[src/hw/ubf_pkg.sv]
// Constants, register map and types for the serial baud and receive FIFO core.
// Assumes one 25 MHz system clock and an APB register port.
// Overview of operation
// - One 8-bit data register; writes send a byte, reads return received byte.
// - Divisor is high byte and low byte; rate is clock over divisor plus frac/8.
// - Bits are timed by a 16-bit timer set by divisor and fractional field.
// - Frac field is added every bit; a carry into bit 3 adds one cycle.
// - Frac field sits in bits 5..3 of rate/FIFO control, used by both directions.
// - Samples at half, half+1, half+2 (range 0) or half-1, half, half+2 (range 1).
// - Trigger field picks fill for receive-available: 00=4, 01=1, 10=2, 11=3.
// - Receive FIFO is empty after reset.
// - Fill count rises on an accepted byte, falls on a software data read of a non-empty FIFO, and holds when both come in one cycle.
// - FIFO holds four; fifth waits in hold register, sixth replaces it.
// - Fill count clears on reset and while the unit enable is clear.
// - Fill count register is read-only, count in bits 2..0, rest zero.
// - With receive irq enable and its mask bit set, overrun or receive-available raise the request.
// - Disabling empties the FIFO and count, keeping divisor and control settings.
package ubf_pkg;
  localparam int CLK_HZ = 25000000;
  localparam logic [11:0] OFS_DATA = 12'h000;
  localparam logic [11:0] OFS_DIVH = 12'h004;
  localparam logic [11:0] OFS_DIVL = 12'h008;
  localparam logic [11:0] OFS_RFC = 12'h00c;
  localparam logic [11:0] OFS_CNT = 12'h010;
  localparam logic [11:0] OFS_CTRL = 12'h014;
  localparam logic [11:0] OFS_STS = 12'h018;
  localparam logic [11:0] OFS_MASK = 12'h01c;
  localparam int RFC_FRAC_LSB = 3;
  localparam int RFC_RANGE_BIT = 2;
  localparam int CTRL_EN_BIT = 0;
  localparam int CTRL_RIE_BIT = 1;
  localparam int STS_AVAIL_BIT = 0;
  localparam int STS_OVR_BIT = 1;
  localparam logic [7:0] DIV_RST = 8'h00;
  localparam logic [5:0] RFC_RST = 6'h00;
  localparam int FIFO_DEPTH = 4;
  localparam logic [3:0] DATA_LAST = 4'h7;
  localparam logic [3:0] FRAME_LAST = 4'h9;
  localparam int MIN_DIV_RANGE0 = 16;
  localparam int MIN_DIV_RANGE1 = 8;
  typedef enum logic [3:0] {
    RX_IDLE = 4'h1,
    RX_START = 4'h2,
    RX_DATA = 4'h4,
    RX_STOP = 4'h8
  } ubf_rx_t;
endpackage

[src/hw/ubf_mem.sv]
// Small byte memory for the receive FIFO, registered read data.
// Assumes the caller never writes and reads one entry in a way needing bypass.
`timescale 1ns/1ps
module ubf_mem #(
  parameter int WIDTH = 8,
  parameter int DEPTH = 4,
  localparam int AW = $clog2(DEPTH)
) (
  // Clock
  input wire logic clk,
  // Write port
  input wire logic we,
  input wire logic [AW-1:0] waddr,
  input wire logic [WIDTH-1:0] wdata,
  // Read port
  input wire logic [AW-1:0] raddr,
  output logic [WIDTH-1:0] rdata
);
  typedef struct packed {
    logic [DEPTH-1:0][WIDTH-1:0] mem;
    logic [WIDTH-1:0] rdata;
  } ubf_mem_st_t;
  ubf_mem_st_t s_q;
  ubf_mem_st_t s_d;

  if (WIDTH < 1 || DEPTH < 2) begin : g_bad
    $error("ubf_mem: WIDTH must be >= 1 and DEPTH >= 2");
  end

  always_comb begin
    s_d = s_q;
    if (we) begin
      s_d.mem[waddr] = wdata;
    end
    s_d.rdata = s_q.mem[raddr];
  end

  // Contents are left unreset on purpose
  always_ff @(posedge clk) begin
    s_q <= s_d;
  end

  assign rdata = s_q.rdata;
endmodule

[src/hw/ubf_baud.sv]
// Bit timer with fractional modulation and three sample strobes per bit.
// Assumes start is a one-cycle pulse with run low in that cycle.
`timescale 1ns/1ps
module ubf_baud
  import ubf_pkg::*;
(
  // Clock and reset
  input wire logic sys_clk,
  input wire logic arst_n,
  // Control
  input wire logic start,
  input wire logic run,
  input wire logic [15:0] divisor,
  input wire logic [2:0] frac,
  input wire logic range_sel,
  // Strobes
  output logic bit_end,
  output logic samp,
  output logic samp_last
);
  typedef struct packed {
    logic [15:0] cnt;
    logic [2:0] acc;
    logic extra;
  } ubf_baud_st_t;
  ubf_baud_st_t s_q;
  ubf_baud_st_t s_d;
  logic [3:0] sum;
  logic [15:0] half;
  logic [15:0] last;
  logic [15:0] p0;
  logic [15:0] p1;
  logic [15:0] p2;

  always_comb begin
    sum = {1'b0, s_q.acc} + {1'b0, frac};
    half = divisor >> 1;
    last = divisor - 16'h1 + {15'h0, s_q.extra};
    p0 = range_sel ? half - 16'h1 : half;
    p1 = range_sel ? half : half + 16'h1;
    p2 = half + 16'h2;
    bit_end = run && (s_q.cnt == last);
    samp = run && (s_q.cnt == p0 || s_q.cnt == p1 || s_q.cnt == p2);
    samp_last = run && (s_q.cnt == p2);
    s_d = s_q;
    if (start) begin
      // Start bit counts as the first addition onto a cleared accumulator
      s_d.cnt = 16'h0;
      s_d.acc = frac;
      s_d.extra = 1'b0;
    end else if (!run) begin
      s_d.cnt = 16'h0;
    end else if (bit_end) begin
      s_d.cnt = 16'h0;
      s_d.acc = sum[2:0];
      s_d.extra = sum[3];
    end else begin
      s_d.cnt = s_q.cnt + 16'h1;
    end
  end

  always_ff @(posedge sys_clk or negedge arst_n) begin
    if (!arst_n) begin
      s_q <= '0;
    end else begin
      s_q <= s_d;
    end
  end

  acc_clear_a: assert property (@(posedge sys_clk) disable iff (!arst_n)
    start |=> (s_q.acc == $past(frac)) && !s_q.extra) else $error("accumulator not cleared at start");
  extra_cycle_a: assert property (@(posedge sys_clk) disable iff (!arst_n)
    (bit_end && !start) |=> s_q.extra == ($past({1'b0, s_q.acc}) + $past({1'b0, frac}) > 4'h7))
    else $error("extra cycle does not follow carry");
  first_samp_a: assert property (@(posedge sys_clk) disable iff (!arst_n)
    (samp && !samp_last) |-> s_q.cnt >= (divisor >> 1) - {15'h0, range_sel}) else $error("sample too early");
endmodule

[src/hw/ubf_top.sv]
// Serial port baud generator, receiver with four-byte FIFO and simple transmitter.
// Assumes an APB master on sys_clk; serial_in_pin is asynchronous.
//
// Implementation choices: register access over APB and the address map.
`timescale 1ns/1ps
module ubf_top
  import ubf_pkg::*;
#(
  parameter int DEPTH = FIFO_DEPTH,
  localparam int AW = $clog2(DEPTH)
) (
  // Clock and reset
  input wire logic sys_clk,
  input wire logic arst_n,
  // APB slave
  input wire logic psel,
  input wire logic penable,
  input wire logic pwrite,
  input wire logic [11:0] paddr,
  input wire logic [31:0] pwdata,
  output logic [31:0] prdata,
  output logic pready,
  output logic pslverr,
  // Serial pins
  input wire logic serial_in_pin,
  output logic serial_out_pin,
  // Interrupt
  output logic irq
);
  typedef struct packed {
    logic [2:0] sync;
    logic rx_lvl;
    logic [7:0] div_hi;
    logic [7:0] div_lo;
    logic [15:0] div_act;
    logic [5:0] rfc;
    logic en;
    logic rie;
    logic [1:0] sts;
    logic [1:0] mask;
    logic avail_prev;
    logic ack;
    logic [31:0] prdata;
    ubf_rx_t rx_st;
    logic [3:0] rx_bit;
    logic [1:0] votes;
    logic [7:0] rx_sh;
    logic [7:0] hold;
    logic hold_v;
    logic [AW-1:0] wptr;
    logic [AW-1:0] rptr;
    logic [2:0] fill;
    logic [7:0] tx_buf;
    logic tx_full;
    logic tx_busy;
    logic [9:0] tx_sh;
    logic [3:0] tx_cnt;
    logic tx_out;
  } ubf_top_st_t;

  localparam ubf_top_st_t ST_RST = '{
    sync: 3'h7, rx_lvl: 1'b1, div_hi: DIV_RST, div_lo: DIV_RST,
    rfc: RFC_RST, rx_st: RX_IDLE, tx_out: 1'b1, default: '0
  };

  ubf_top_st_t s_q;
  ubf_top_st_t s_d;
  logic acc;
  logic wr_go;
  logic rd_go;
  logic hit;
  logic [31:0] rd_val;
  logic [7:0] mem_rdata;
  logic [7:0] mem_wdata;
  logic push;
  logic pop;
  logic space;
  logic rx_done;
  logic rx_start;
  logic rx_samp;
  logic rx_last;
  logic maj;
  logic avail;
  logic [2:0] need;
  logic tx_load;
  logic tx_end;
  logic [1:0] sts_clr;
  logic [1:0] sts_set;

  if (DEPTH != 2 && DEPTH != 4) begin : g_bad
    $error("ubf_top: DEPTH must be 2 or 4");
  end

  ////////////////////////////////////////////////////////////////////////////
  // Bit timers and FIFO storage

  ubf_baud u_rx_baud (
    .sys_clk(sys_clk),
    .arst_n(arst_n),
    .start(rx_start),
    .run(s_q.rx_st != RX_IDLE),
    .divisor(s_q.div_act),
    .frac(s_q.rfc[RFC_FRAC_LSB +: 3]),
    .range_sel(s_q.rfc[RFC_RANGE_BIT]),
    .bit_end(),
    .samp(rx_samp),
    .samp_last(rx_last)
  );

  ubf_baud u_tx_baud (
    .sys_clk(sys_clk),
    .arst_n(arst_n),
    .start(tx_load),
    .run(s_q.tx_busy),
    .divisor(s_q.div_act),
    .frac(s_q.rfc[RFC_FRAC_LSB +: 3]),
    .range_sel(s_q.rfc[RFC_RANGE_BIT]),
    .bit_end(tx_end),
    .samp(),
    .samp_last()
  );

  ubf_mem #(
    .WIDTH(8),
    .DEPTH(DEPTH)
  ) u_mem (
    .clk(sys_clk),
    .we(push),
    .waddr(s_q.wptr),
    .wdata(mem_wdata),
    .raddr(s_q.rptr),
    .rdata(mem_rdata)
  );

  ////////////////////////////////////////////////////////////////////////////
  // Register decode

  always_comb begin
    hit = 1'b1;
    rd_val = 32'h0;
    if (paddr == OFS_DATA) begin
      rd_val = {24'h0, mem_rdata};
    end else if (paddr == OFS_DIVH) begin
      rd_val = {24'h0, s_q.div_hi};
    end else if (paddr == OFS_DIVL) begin
      rd_val = {24'h0, s_q.div_lo};
    end else if (paddr == OFS_RFC) begin
      rd_val = {26'h0, s_q.rfc};
    end else if (paddr == OFS_CNT) begin
      rd_val = {29'h0, s_q.fill};
    end else if (paddr == OFS_CTRL) begin
      rd_val = {30'h0, s_q.rie, s_q.en};
    end else if (paddr == OFS_STS) begin
      rd_val = {30'h0, s_q.sts};
    end else if (paddr == OFS_MASK) begin
      rd_val = {30'h0, s_q.mask};
    end else begin
      hit = 1'b0;
    end
  end

  assign acc = psel && penable;
  assign pready = acc && s_q.ack;
  assign pslverr = pready && !hit;
  assign wr_go = pready && pwrite && hit;
  assign rd_go = pready && !pwrite && hit;
  assign prdata = s_q.prdata;
  assign serial_out_pin = s_q.tx_out;
  assign irq = s_q.rie && |(s_q.sts & s_q.mask);

  ////////////////////////////////////////////////////////////////////////////
  // Next state

  always_comb begin
    s_d = s_q;
    s_d.ack = acc && !s_q.ack;
    if (acc && !s_q.ack) begin
      s_d.prdata = hit ? rd_val : 32'h0;
    end

    // Input synchroniser; a level change counts once stages two and three agree
    s_d.sync = {s_q.sync[1:0], serial_in_pin};
    if (s_q.sync[1] == s_q.sync[2]) begin
      s_d.rx_lvl = s_q.sync[2];
    end

    sts_clr = 2'h0;
    if (wr_go) begin
      if (paddr == OFS_DATA) begin
        s_d.tx_buf = pwdata[7:0];
        s_d.tx_full = s_q.en;
      end else if (paddr == OFS_DIVH) begin
        // Divisor takes effect on the high byte write
        s_d.div_hi = pwdata[7:0];
        s_d.div_act = {pwdata[7:0], s_q.div_lo};
      end else if (paddr == OFS_DIVL) begin
        s_d.div_lo = pwdata[7:0];
      end else if (paddr == OFS_RFC) begin
        s_d.rfc = pwdata[5:0];
      end else if (paddr == OFS_CTRL) begin
        s_d.en = pwdata[CTRL_EN_BIT];
        s_d.rie = pwdata[CTRL_RIE_BIT];
      end else if (paddr == OFS_STS) begin
        sts_clr = pwdata[1:0];
      end else if (paddr == OFS_MASK) begin
        s_d.mask = pwdata[1:0];
      end
    end

    // Receiver
    rx_start = 1'b0;
    rx_done = 1'b0;
    maj = (s_q.votes + {1'b0, s_q.rx_lvl}) >= 2'h2;
    case (s_q.rx_st)
      RX_IDLE: begin
        if (s_q.en && !s_q.rx_lvl) begin
          rx_start = 1'b1;
          s_d.rx_st = RX_START;
          s_d.votes = 2'h0;
          s_d.rx_bit = 4'h0;
        end
      end
      RX_START, RX_DATA, RX_STOP: begin
        if (rx_samp && !rx_last) begin
          s_d.votes = s_q.votes + {1'b0, s_q.rx_lvl};
        end else if (rx_last) begin
          s_d.votes = 2'h0;
          case (s_q.rx_st)
            RX_START: begin
              s_d.rx_st = maj ? RX_IDLE : RX_DATA;
            end
            RX_DATA: begin
              s_d.rx_sh = {maj, s_q.rx_sh[7:1]};
              s_d.rx_bit = s_q.rx_bit + 4'h1;
              if (s_q.rx_bit == DATA_LAST) begin
                s_d.rx_st = RX_STOP;
              end
            end
            default: begin
              rx_done = maj;
              s_d.rx_st = RX_IDLE;
            end
          endcase
        end
      end
      default: begin
        s_d.rx_st = RX_IDLE;
      end
    endcase

    // Receive FIFO with one-byte overflow hold
    pop = rd_go && (paddr == OFS_DATA) && (s_q.fill != 3'h0);
    space = (s_q.fill < 3'(DEPTH)) || pop;
    push = space && (s_q.hold_v || rx_done);
    mem_wdata = s_q.hold_v ? s_q.hold : s_q.rx_sh;
    sts_set = 2'h0;
    if (rx_done && (s_q.hold_v || !space)) begin
      sts_set[STS_OVR_BIT] = s_q.hold_v && !push;
      s_d.hold = s_q.rx_sh;
      s_d.hold_v = 1'b1;
    end else if (push && s_q.hold_v) begin
      s_d.hold_v = 1'b0;
    end
    s_d.fill = s_q.fill + {2'h0, push} - {2'h0, pop};
    s_d.wptr = s_q.wptr + AW'(push);
    s_d.rptr = s_q.rptr + AW'(pop);

    need = (s_q.rfc[1:0] == 2'h0) ? 3'(DEPTH) : {1'b0, s_q.rfc[1:0]};
    avail = s_q.fill >= need;
    s_d.avail_prev = avail;
    sts_set[STS_AVAIL_BIT] = avail && !s_q.avail_prev;
    s_d.sts = (s_q.sts & ~sts_clr) | sts_set;

    // Transmitter, one start bit, eight data bits, one stop bit
    tx_load = s_q.en && !s_q.tx_busy && s_q.tx_full;
    if (tx_load) begin
      s_d.tx_sh = {1'b1, s_q.tx_buf, 1'b0};
      s_d.tx_cnt = 4'h0;
      s_d.tx_busy = 1'b1;
      s_d.tx_full = 1'b0;
    end else if (s_q.tx_busy && tx_end) begin
      s_d.tx_sh = {1'b1, s_q.tx_sh[9:1]};
      s_d.tx_cnt = s_q.tx_cnt + 4'h1;
      s_d.tx_busy = s_q.tx_cnt != FRAME_LAST;
    end
    s_d.tx_out = s_d.tx_busy ? s_d.tx_sh[0] : 1'b1;

    // Disabled unit: flush buffers and flags, keep rate settings
    if (!s_q.en) begin
      s_d.fill = 3'h0;
      s_d.wptr = '0;
      s_d.rptr = '0;
      s_d.hold_v = 1'b0;
      s_d.sts = 2'h0;
      s_d.avail_prev = 1'b0;
      s_d.rx_st = RX_IDLE;
      s_d.tx_busy = 1'b0;
      s_d.tx_full = 1'b0;
      s_d.tx_out = 1'b1;
    end
  end

  always_ff @(posedge sys_clk or negedge arst_n) begin
    if (!arst_n) begin
      s_q <= ST_RST;
    end else begin
      s_q <= s_d;
    end
  end

  ////////////////////////////////////////////////////////////////////////////
  // Checks

  fill_max_a: assert property (@(posedge sys_clk) disable iff (!arst_n)
    s_q.fill <= 3'(DEPTH)) else $error("fill count above depth");
  fill_inc_a: assert property (@(posedge sys_clk) disable iff (!arst_n)
    (s_q.en && push && !pop) |=> s_q.fill == $past(s_q.fill) + 3'h1) else $error("fill did not rise");
  fill_dec_a: assert property (@(posedge sys_clk) disable iff (!arst_n)
    (s_q.en && pop && !push) |=> s_q.fill == $past(s_q.fill) - 3'h1) else $error("fill did not fall");
  dis_flush_a: assert property (@(posedge sys_clk) disable iff (!arst_n)
    (!s_q.en && !$past(wr_go)) |-> s_q.fill == 3'h0 && !s_q.hold_v && s_q.sts == 2'h0)
    else $error("disabled unit holds data");
  en_clear_a: assert property (@(posedge sys_clk) disable iff (!arst_n)
    $rose(s_q.en) |-> s_q.fill == 3'h0) else $error("fill not clear at enable");
  cnt_ro_a: assert property (@(posedge sys_clk) disable iff (!arst_n)
    (pready && !pwrite && paddr == OFS_CNT) |-> prdata[31:3] == 29'h0 && prdata[2:0] == $past(s_q.fill))
    else $error("fill count read wrong");
  trig_flag_a: assert property (@(posedge sys_clk) disable iff (!arst_n)
    (s_q.en && avail && !s_q.avail_prev) |=> s_q.sts[STS_AVAIL_BIT]) else $error("available flag missed");
  ovr_flag_a: assert property (@(posedge sys_clk) disable iff (!arst_n)
    (s_q.en && rx_done && s_q.hold_v && !push) |=> s_q.sts[STS_OVR_BIT] && s_q.fill == 3'(DEPTH))
    else $error("overrun not flagged");
  irq_gate_a: assert property (@(posedge sys_clk) disable iff (!arst_n)
    !s_q.rie |-> !irq) else $error("interrupt without enable");
  div_load_a: assert property (@(posedge sys_clk) disable iff (!arst_n)
    (wr_go && paddr == OFS_DIVH) |=> s_q.div_act == {$past(pwdata[7:0]), s_q.div_lo})
    else $error("divisor not loaded");
  tx_start_a: assert property (@(posedge sys_clk) disable iff (!arst_n)
    tx_load |=> !serial_out_pin ##1 !serial_out_pin) else $error("no start bit");

  rx_byte_c: cover property (@(posedge sys_clk) disable iff (!arst_n) push);
  overrun_c: cover property (@(posedge sys_clk) disable iff (!arst_n) sts_set[STS_OVR_BIT]);
  irq_c: cover property (@(posedge sys_clk) disable iff (!arst_n) $rose(irq));
  tx_done_c: cover property (@(posedge sys_clk) disable iff (!arst_n) $fell(s_q.tx_busy));
endmodule

[config.mk]
export PLATFORM = sky130hd
export DESIGN_NAME = ubf_top
export DESIGN_NICKNAME = d
export VERILOG_FILES = /design/src/hw/ubf_pkg.sv /design/src/hw/ubf_mem.sv /design/src/hw/ubf_baud.sv /design/src/hw/ubf_top.sv
export SDC_FILE = /design/constraint.sdc
export NUM_CORES = 1
export LEC_CHECK = 0
export ABC_AREA = 1
export BUFFER_PORTS_ARGS = -buffer_cell sky130_fd_sc_hd__buf_4
export CAP_MARGIN = 10
export CELL_PAD_IN_SITES_DETAIL_PLACEMENT = 1
export CELL_PAD_IN_SITES_GLOBAL_PLACEMENT = 1
export CORE_MARGIN = 1
export CORE_UTILIZATION = 41
export CTS_CLUSTER_SIZE = 12
export DETAILED_ROUTE_END_ITERATION = 16
export GPL_ROUTABILITY_DRIVEN = 0
export PLACE_DENSITY = 0.73
export SYNTH_ARGS = -nofsm -noshare
export SYNTH_HDL_FRONTEND = slang
export SYNTH_SLANG_ARGS = --single-unit
[constraint.sdc]
create_clock -name sys_clk -period 3.8 [get_ports sys_clk]
set_clock_uncertainty 0.2 [all_clocks]
set_input_delay 0.76 -clock sys_clk [delete_from_list [all_inputs] [get_ports sys_clk]]
set_output_delay 0.76 -clock sys_clk [all_outputs]
set_load 0.1 [all_outputs]
======== Word level (Yosys, flattened, before mapping) ========
Cells that the tools add are included.
cells by class
  eq/ne operators ......................... 32
  $add $sub $neg .......................... 17
  order comparisons ....................... 6
  muxes and demuxes ....................... 75
  bitwise gates (word level) .............. 11
  reductions and logical operators ........ 65
operators by type and width
  cell                     count
  $mux W16                 6
  $eq A16 B16 Y1           5
  $mux W8                  9
  $eq A12 B5 Y1 const B    4
  $mux W20                 2
  $add A16 B1 Y16          2
  $add A16 B1 Y16 const B  2
  $bwmux W32               1
  $mux W32                 1
  $mux W15                 2
  $mux W4                  7
  $logic_and A1 B1 Y1      26
  $mux W2                  13
  $eq A12 B4 Y1 const B    2
  $mux W1                  23
  $mux W18                 1
  $add A15 B1 Y16 const B  1
  $add A15 B2 Y16 const B  1
  $bmux W8 S2              1
  $demux W8 S2             1
  $pmux W4 S2              2
  $sub A15 B1 Y16 const B  1
  $sub A16 B1 Y16 const B  1
  $eq A12 B3 Y1 const B    1
  42 further kinds         91
storage, ports and cells
  output and inout bits ................... 36
  bits in registers ....................... 221

======== Depth between registers and ports, before layout ========
  depth in word-level cells ............... 19
  gate-level depth with buffers ........... 23

======== Cells and area by module ========
A second synthesis with hierarchy kept.
unflattened totals
  cell total of the unflattened synthesis .. 1965
  area, all modules ....................... 13865.8 um^2
by module, submodules not included
  module                cells an instance  times used  area each (um^2)  sequential area each (um^2)
  ubf_top               646                1           5497.8            2735.1
  ubf_baud (u_rx_baud)  602                1           3495.9            500.5
  ubf_baud (u_tx_baud)  568                1           3264.4            500.5
  ubf_mem               149                1           1607.8            1121.1

======== Worst setup path after synthesis ========
OpenSTA, ideal clock, no wires.
  path kind ............................... input to output
  start ................................... input penable
  end ..................................... output pslverr
  stages on the path ...................... 4
  buffers on the path ..................... 0
  data required time ...................... 2.840 ns
  path slack .............................. -1.667 ns
  data arrival time ....................... 4.507 ns
  cell sequence ........................... inv_1 > nor3_1 > inv_1 > nor2_1
between the ends
  word-level cells in the longest chain between the ends .. 3
RTL lines
  item                 line            source
  from (decl)          ubf_top.sv:17   input wire logic penable,
  $logic_and A1 B1 Y1  ubf_top.sv:162  assign acc = psel && penable;
  $logic_and A1 B1 Y1  ubf_top.sv:163  assign pready = acc && s_q.ack;
  via pready           ubf_top.sv:22   output logic pready,
  $logic_and A1 B1 Y1  ubf_top.sv:164  assign pslverr = pready && !hit;
  to (decl)            ubf_top.sv:23   output logic pslverr,
The timed path passes the listed nets, and every way through them passes these cells.

==> impl_summary.txt <==
----------------------------------------------------
[Clock network]
  Hold-fix buffers, CTS ... 0
  Number of buffers added by the clock tree synthesis step ... 17
  H-tree depth ... 4
  Maximum buffer depth of the clock tree ... 2
  Clock root buffer ... clkbuf_16
  Clock-pin slew reported for the worst setup and hold paths after clock tree synthesis ... around 0.08 ns
  Worst skew pair latency ... roughly 0.45 ns
  Clock tree from TritonCTS ... done
  Clock Sink Count ... around 190

[Layout]
  Share of the core filled with cells ... 48.18%
  Layout Nets ... ~1,800
  Multi-input gate area in the final layout ... roughly 0.0063 mm²
  Final std cells w/o fill ... 2,135
  Count of antenna diodes in the layout ... 0
  Fin area ... ~0.014 mm²
  Number of filler instances in the final layout ... approximately 3,700
  Growth of design area from synthesis to finish ... 14.50%
  Register Area ... 0.004857 mm²
  Fraction of layout instances using a drive strength above 1 ... 15.42%

[Power and ir drop]
  Leak ... between 6 and 7 nW
  Overall power of the completed layout ... about 4.1 mW
  Power per cell area ... 294.7 mW/mm²
  Worst voltage drop across the vdd grid ... roughly 0.00027 V

[Logic synthesis]
  Sequential cell area fraction in the yosys report ... about two fifths
  Total number of yosys warnings ... 0
  Post-synthesis async set-or-reset flop share ... between 70% and 80%
  Dominant register cell in the synthesized netlist ... dfrtp_1
  Post-Syn Area per Cell ... about 7.4 µm²
  Area share of the largest cell type after synthesis ... ~29%
  Top area cells in the synthesized netlist ... dfrtp_1 (29%), nand2_1 (14%), edfxtp_1 (7.9%), inv_1 (5.7%), o21ai_0 (4.9%)
  Gate count after technology mapping ... approximately 1,600
  Combined area of all synthesized cells ... around 0.012 mm²
  Post-synth top area cell ... dfrtp_1
  Top cells by count, synth ... nand2_1 (458), inv_1 (185), nor2_1 (148)
  Number of enable-type register cells in the synthesized netlist ... 32
  Synth unique cells ... 51
  Most used standard cell by instance count after synthesis ... nand2_1
  Number of synthesized register bits ... 189

[Timing]
  Slew Limit Headroom ... 58.73%
  Final cycle utilization of the critical path ... between 90% and 100%
  Total negative slack for setup checks ... 0 ns
  Period minus WS final ... ~3.8 ns
  Smallest setup slack after layout ... around 0.013 ns
  RSZ-0062 raised after global routing ... yes
  Hold slack ... between 0.06 and 0.07 ns
  Tightest Pin Transition ... around 0.62 ns
  Total setup violations reported at the end of the flow ... 0
  Upper clock frequency limit ... 0.2641 GHz
  Final max-slew violation count ... 0
  Hold Fails Final Rpt ... 0

[Route]
  Met2 wire len ... 18.28 mm
  Detail-routed via count per cell ... 5.150
  Vias after detailed routing ... approximately 11,000
  First DRT Iteration DRCs ... approximately 670
  Wire length on met3 ... approximately 1000 µm
  Average wire per standard cell ... ~18 µm
  DR DRC count ... 0
  Total Wirelength ... approximately 38 mm
  Total routed wire length on the met1 layer ... 17.93 mm
  Number of iterations in the first detailed-routing pass ... 5
  Remaining number of nets flagged by the antenna check after routing ... 0
  Highest metal used ... met4

[Place]
  Quantity of I/O buffers inserted on ports ... 37
  DP Area ... 0.01324 mm²
  Detailed placement HPWL ... ~30 mm
  Post-placement setup slack ... -0.06814 ns
  Placed cell count ... 2,100

[Global routing]
  Global-route usage over all layers ... about 25%
  Largest net degree at the start of global routing ... 57
  Wire length of the first global-routing pass ... 60.64 mm
  Initial antenna violation count ... 0
  Leftover overflow at the end of global routing ... 0
  Via count of the first global-routing pass ... ~11,000

[Critical path]
  Critical Path AT ... 3.92 ns
  Delay of the slowest critical-path stage ... 0.42 ns
  Worst path bufs/invs ... 2
  Type of the worst setup path ... register to register
  Worst path slowest cell ... dfrtp_1
  Required time at the worst-slack endpoint ... between 3 and 4 ns
  RR Endpoint ... s_q[27]
  Critical Path Fanout Max ... 5
  Count of cell instances traversed by the critical path ... 19
  Origin of the critical flop-to-flop path ... s_q[108]
  Endpoint class of the critical path ... register
  Setup slack of the most critical reg-to-reg path ... between 0.01 and 0.015 ns
  Series of cell instances along the critical path ... ha_2 -> nand3_2 -> nor2_4 -> inv_2 -> nor2_2 -> xor2_2 -> nand4_1 -> nor2_1 -> nand3_2 -> nor2_4 -> nand2_1 -> nand2_1 -> nand2_2 -> ha_1 -> inv_1 -> ha_1 -> fa_2 -> xor2_1 -> nor2_1
  Startpoint Class ... register
  Dominant delay contributor by cell family on the critical path ... simple AND/OR/NAND/NOR gates
  Cell depth of the worst flop-to-flop path ... 19

[Floorplanning]
  Vertical die dimension ... 174.6 µm
  Overall die area ... about 0.030 mm²
  Initial standard-cell utilization of the core ... 42.08%
  Width of the die ... about 170 µm
  Number of standard-cell rows in the floorplan ... between 60 and 70
  I/O pin count ... 86
  Area of the core ... between 0.02 and 0.03 mm²

[Worst hold path]
  Path type of the worst min-delay path ... primary input to async pin

[Status]
  Result of the run ... complete, no violations

[Run]
  Maximum capacitance violations ... 0

----------------------------------------------------
[kinds of logic after synthesis]
group / count (synthesis) / share of synthesized area, %
DFF: 189 / 39.79
muxes: 6 / 0.5534
other: 1 / 0.03072
AOI/OAI and AO/OA: 197 / 8.773
adders and majority gates: 32 / 3.444
xor gates and xnor gates: 86 / 6.170
buffers and inverters: 278 / 10.10
and+or+nand+nor: 859 / 31.15
[flip-flops by register name, indices dropped and copies added, names as in the netlist]
| name | cells |
|---|---|
| u_rx_baud.s_q | 20 |
| u_mem.rdata | 8 |
| serial_out_pin | 1 |
| s_d | 2 |
| s_q | 98 |
| u_mem.s_q | 32 |
| u_tx_baud.s_q | 20 |
| prdata | 8 |
[cells in the final DEF (no fill, tap or decap), types with 15 or more instances in the layout]
master | Yosys | routed
inv_2 | 18 | 18
dfrtp_1 | 143 | 143
conb_1 | 1 | 24
clkbuf_16 | 0 | 18
buf_4 | 35 | 117
xor2_1 | 63 | 61
nand3_1 | 109 | 107
o21ai_0 | 119 | 119
inv_1 | 185 | 185
ha_1 | 28 | 25
nor2_1 | 148 | 145
o22ai_1 | 15 | 15
edfxtp_1 | 32 | 32
nor3_1 | 30 | 27
nand4_1 | 27 | 27
xnor2_1 | 23 | 23
o21ai_1 | 20 | 19
a21oi_1 | 20 | 19
nand2_1 | 458 | 457
nor2_2 | 29 | 29
[how the worst max path moves through the flow]
stage                  start  slack (ns)       to
global route        s_q[108]       -0.25  s_q[27]
CTS                 s_q[107]        0.01  s_q[27]
floorplan            penable        0.18  pslverr
global placement    s_q[107]        0.04  s_q[27]
finish              s_q[108]        0.01  s_q[27]
detailed placement  s_q[107]       -0.07  s_q[27]
[area by class of cell]
cell class / count / area share, %
tap: 384 / 3.437
timing repair buffer: 120 / 6.651
clock buffer: 18 / 3.222
multi-input combinational: 1204 / 45.26
clock inverter: 14 / 1.146
sequential: 189 / 34.75
inverter: 206 / 5.532
[where the power goes]
group | leakage [nW] | total [mW] | internal (mW) | switching (mW)
Sequential | 2.50 | 2.06 | 2.05 | 0.00422
Combinational | 4.02 | 0.195 | 0.0271 | 0.168
Clock | 0.299 | 1.86 | 0.928 | 0.937
[what timing repair did]
| item | CTS | global route |
|---|---|---|
| resized for setup | 2 | 19 |
| endpoints found under the setup margin | 2 | 41 |
| pin swaps | 0 | 9 |
| buffers inserted | 0 | 3 |
[per-layer routing]
layer	GRT usage [%]	vias to the layer above
met4	7.210	0
li1	-	5402
met3	3.368	41
met1	34.80	5408
met5	0	-
met2	42.16	144
Note: power is estimated with default switching activity, not from simulation.
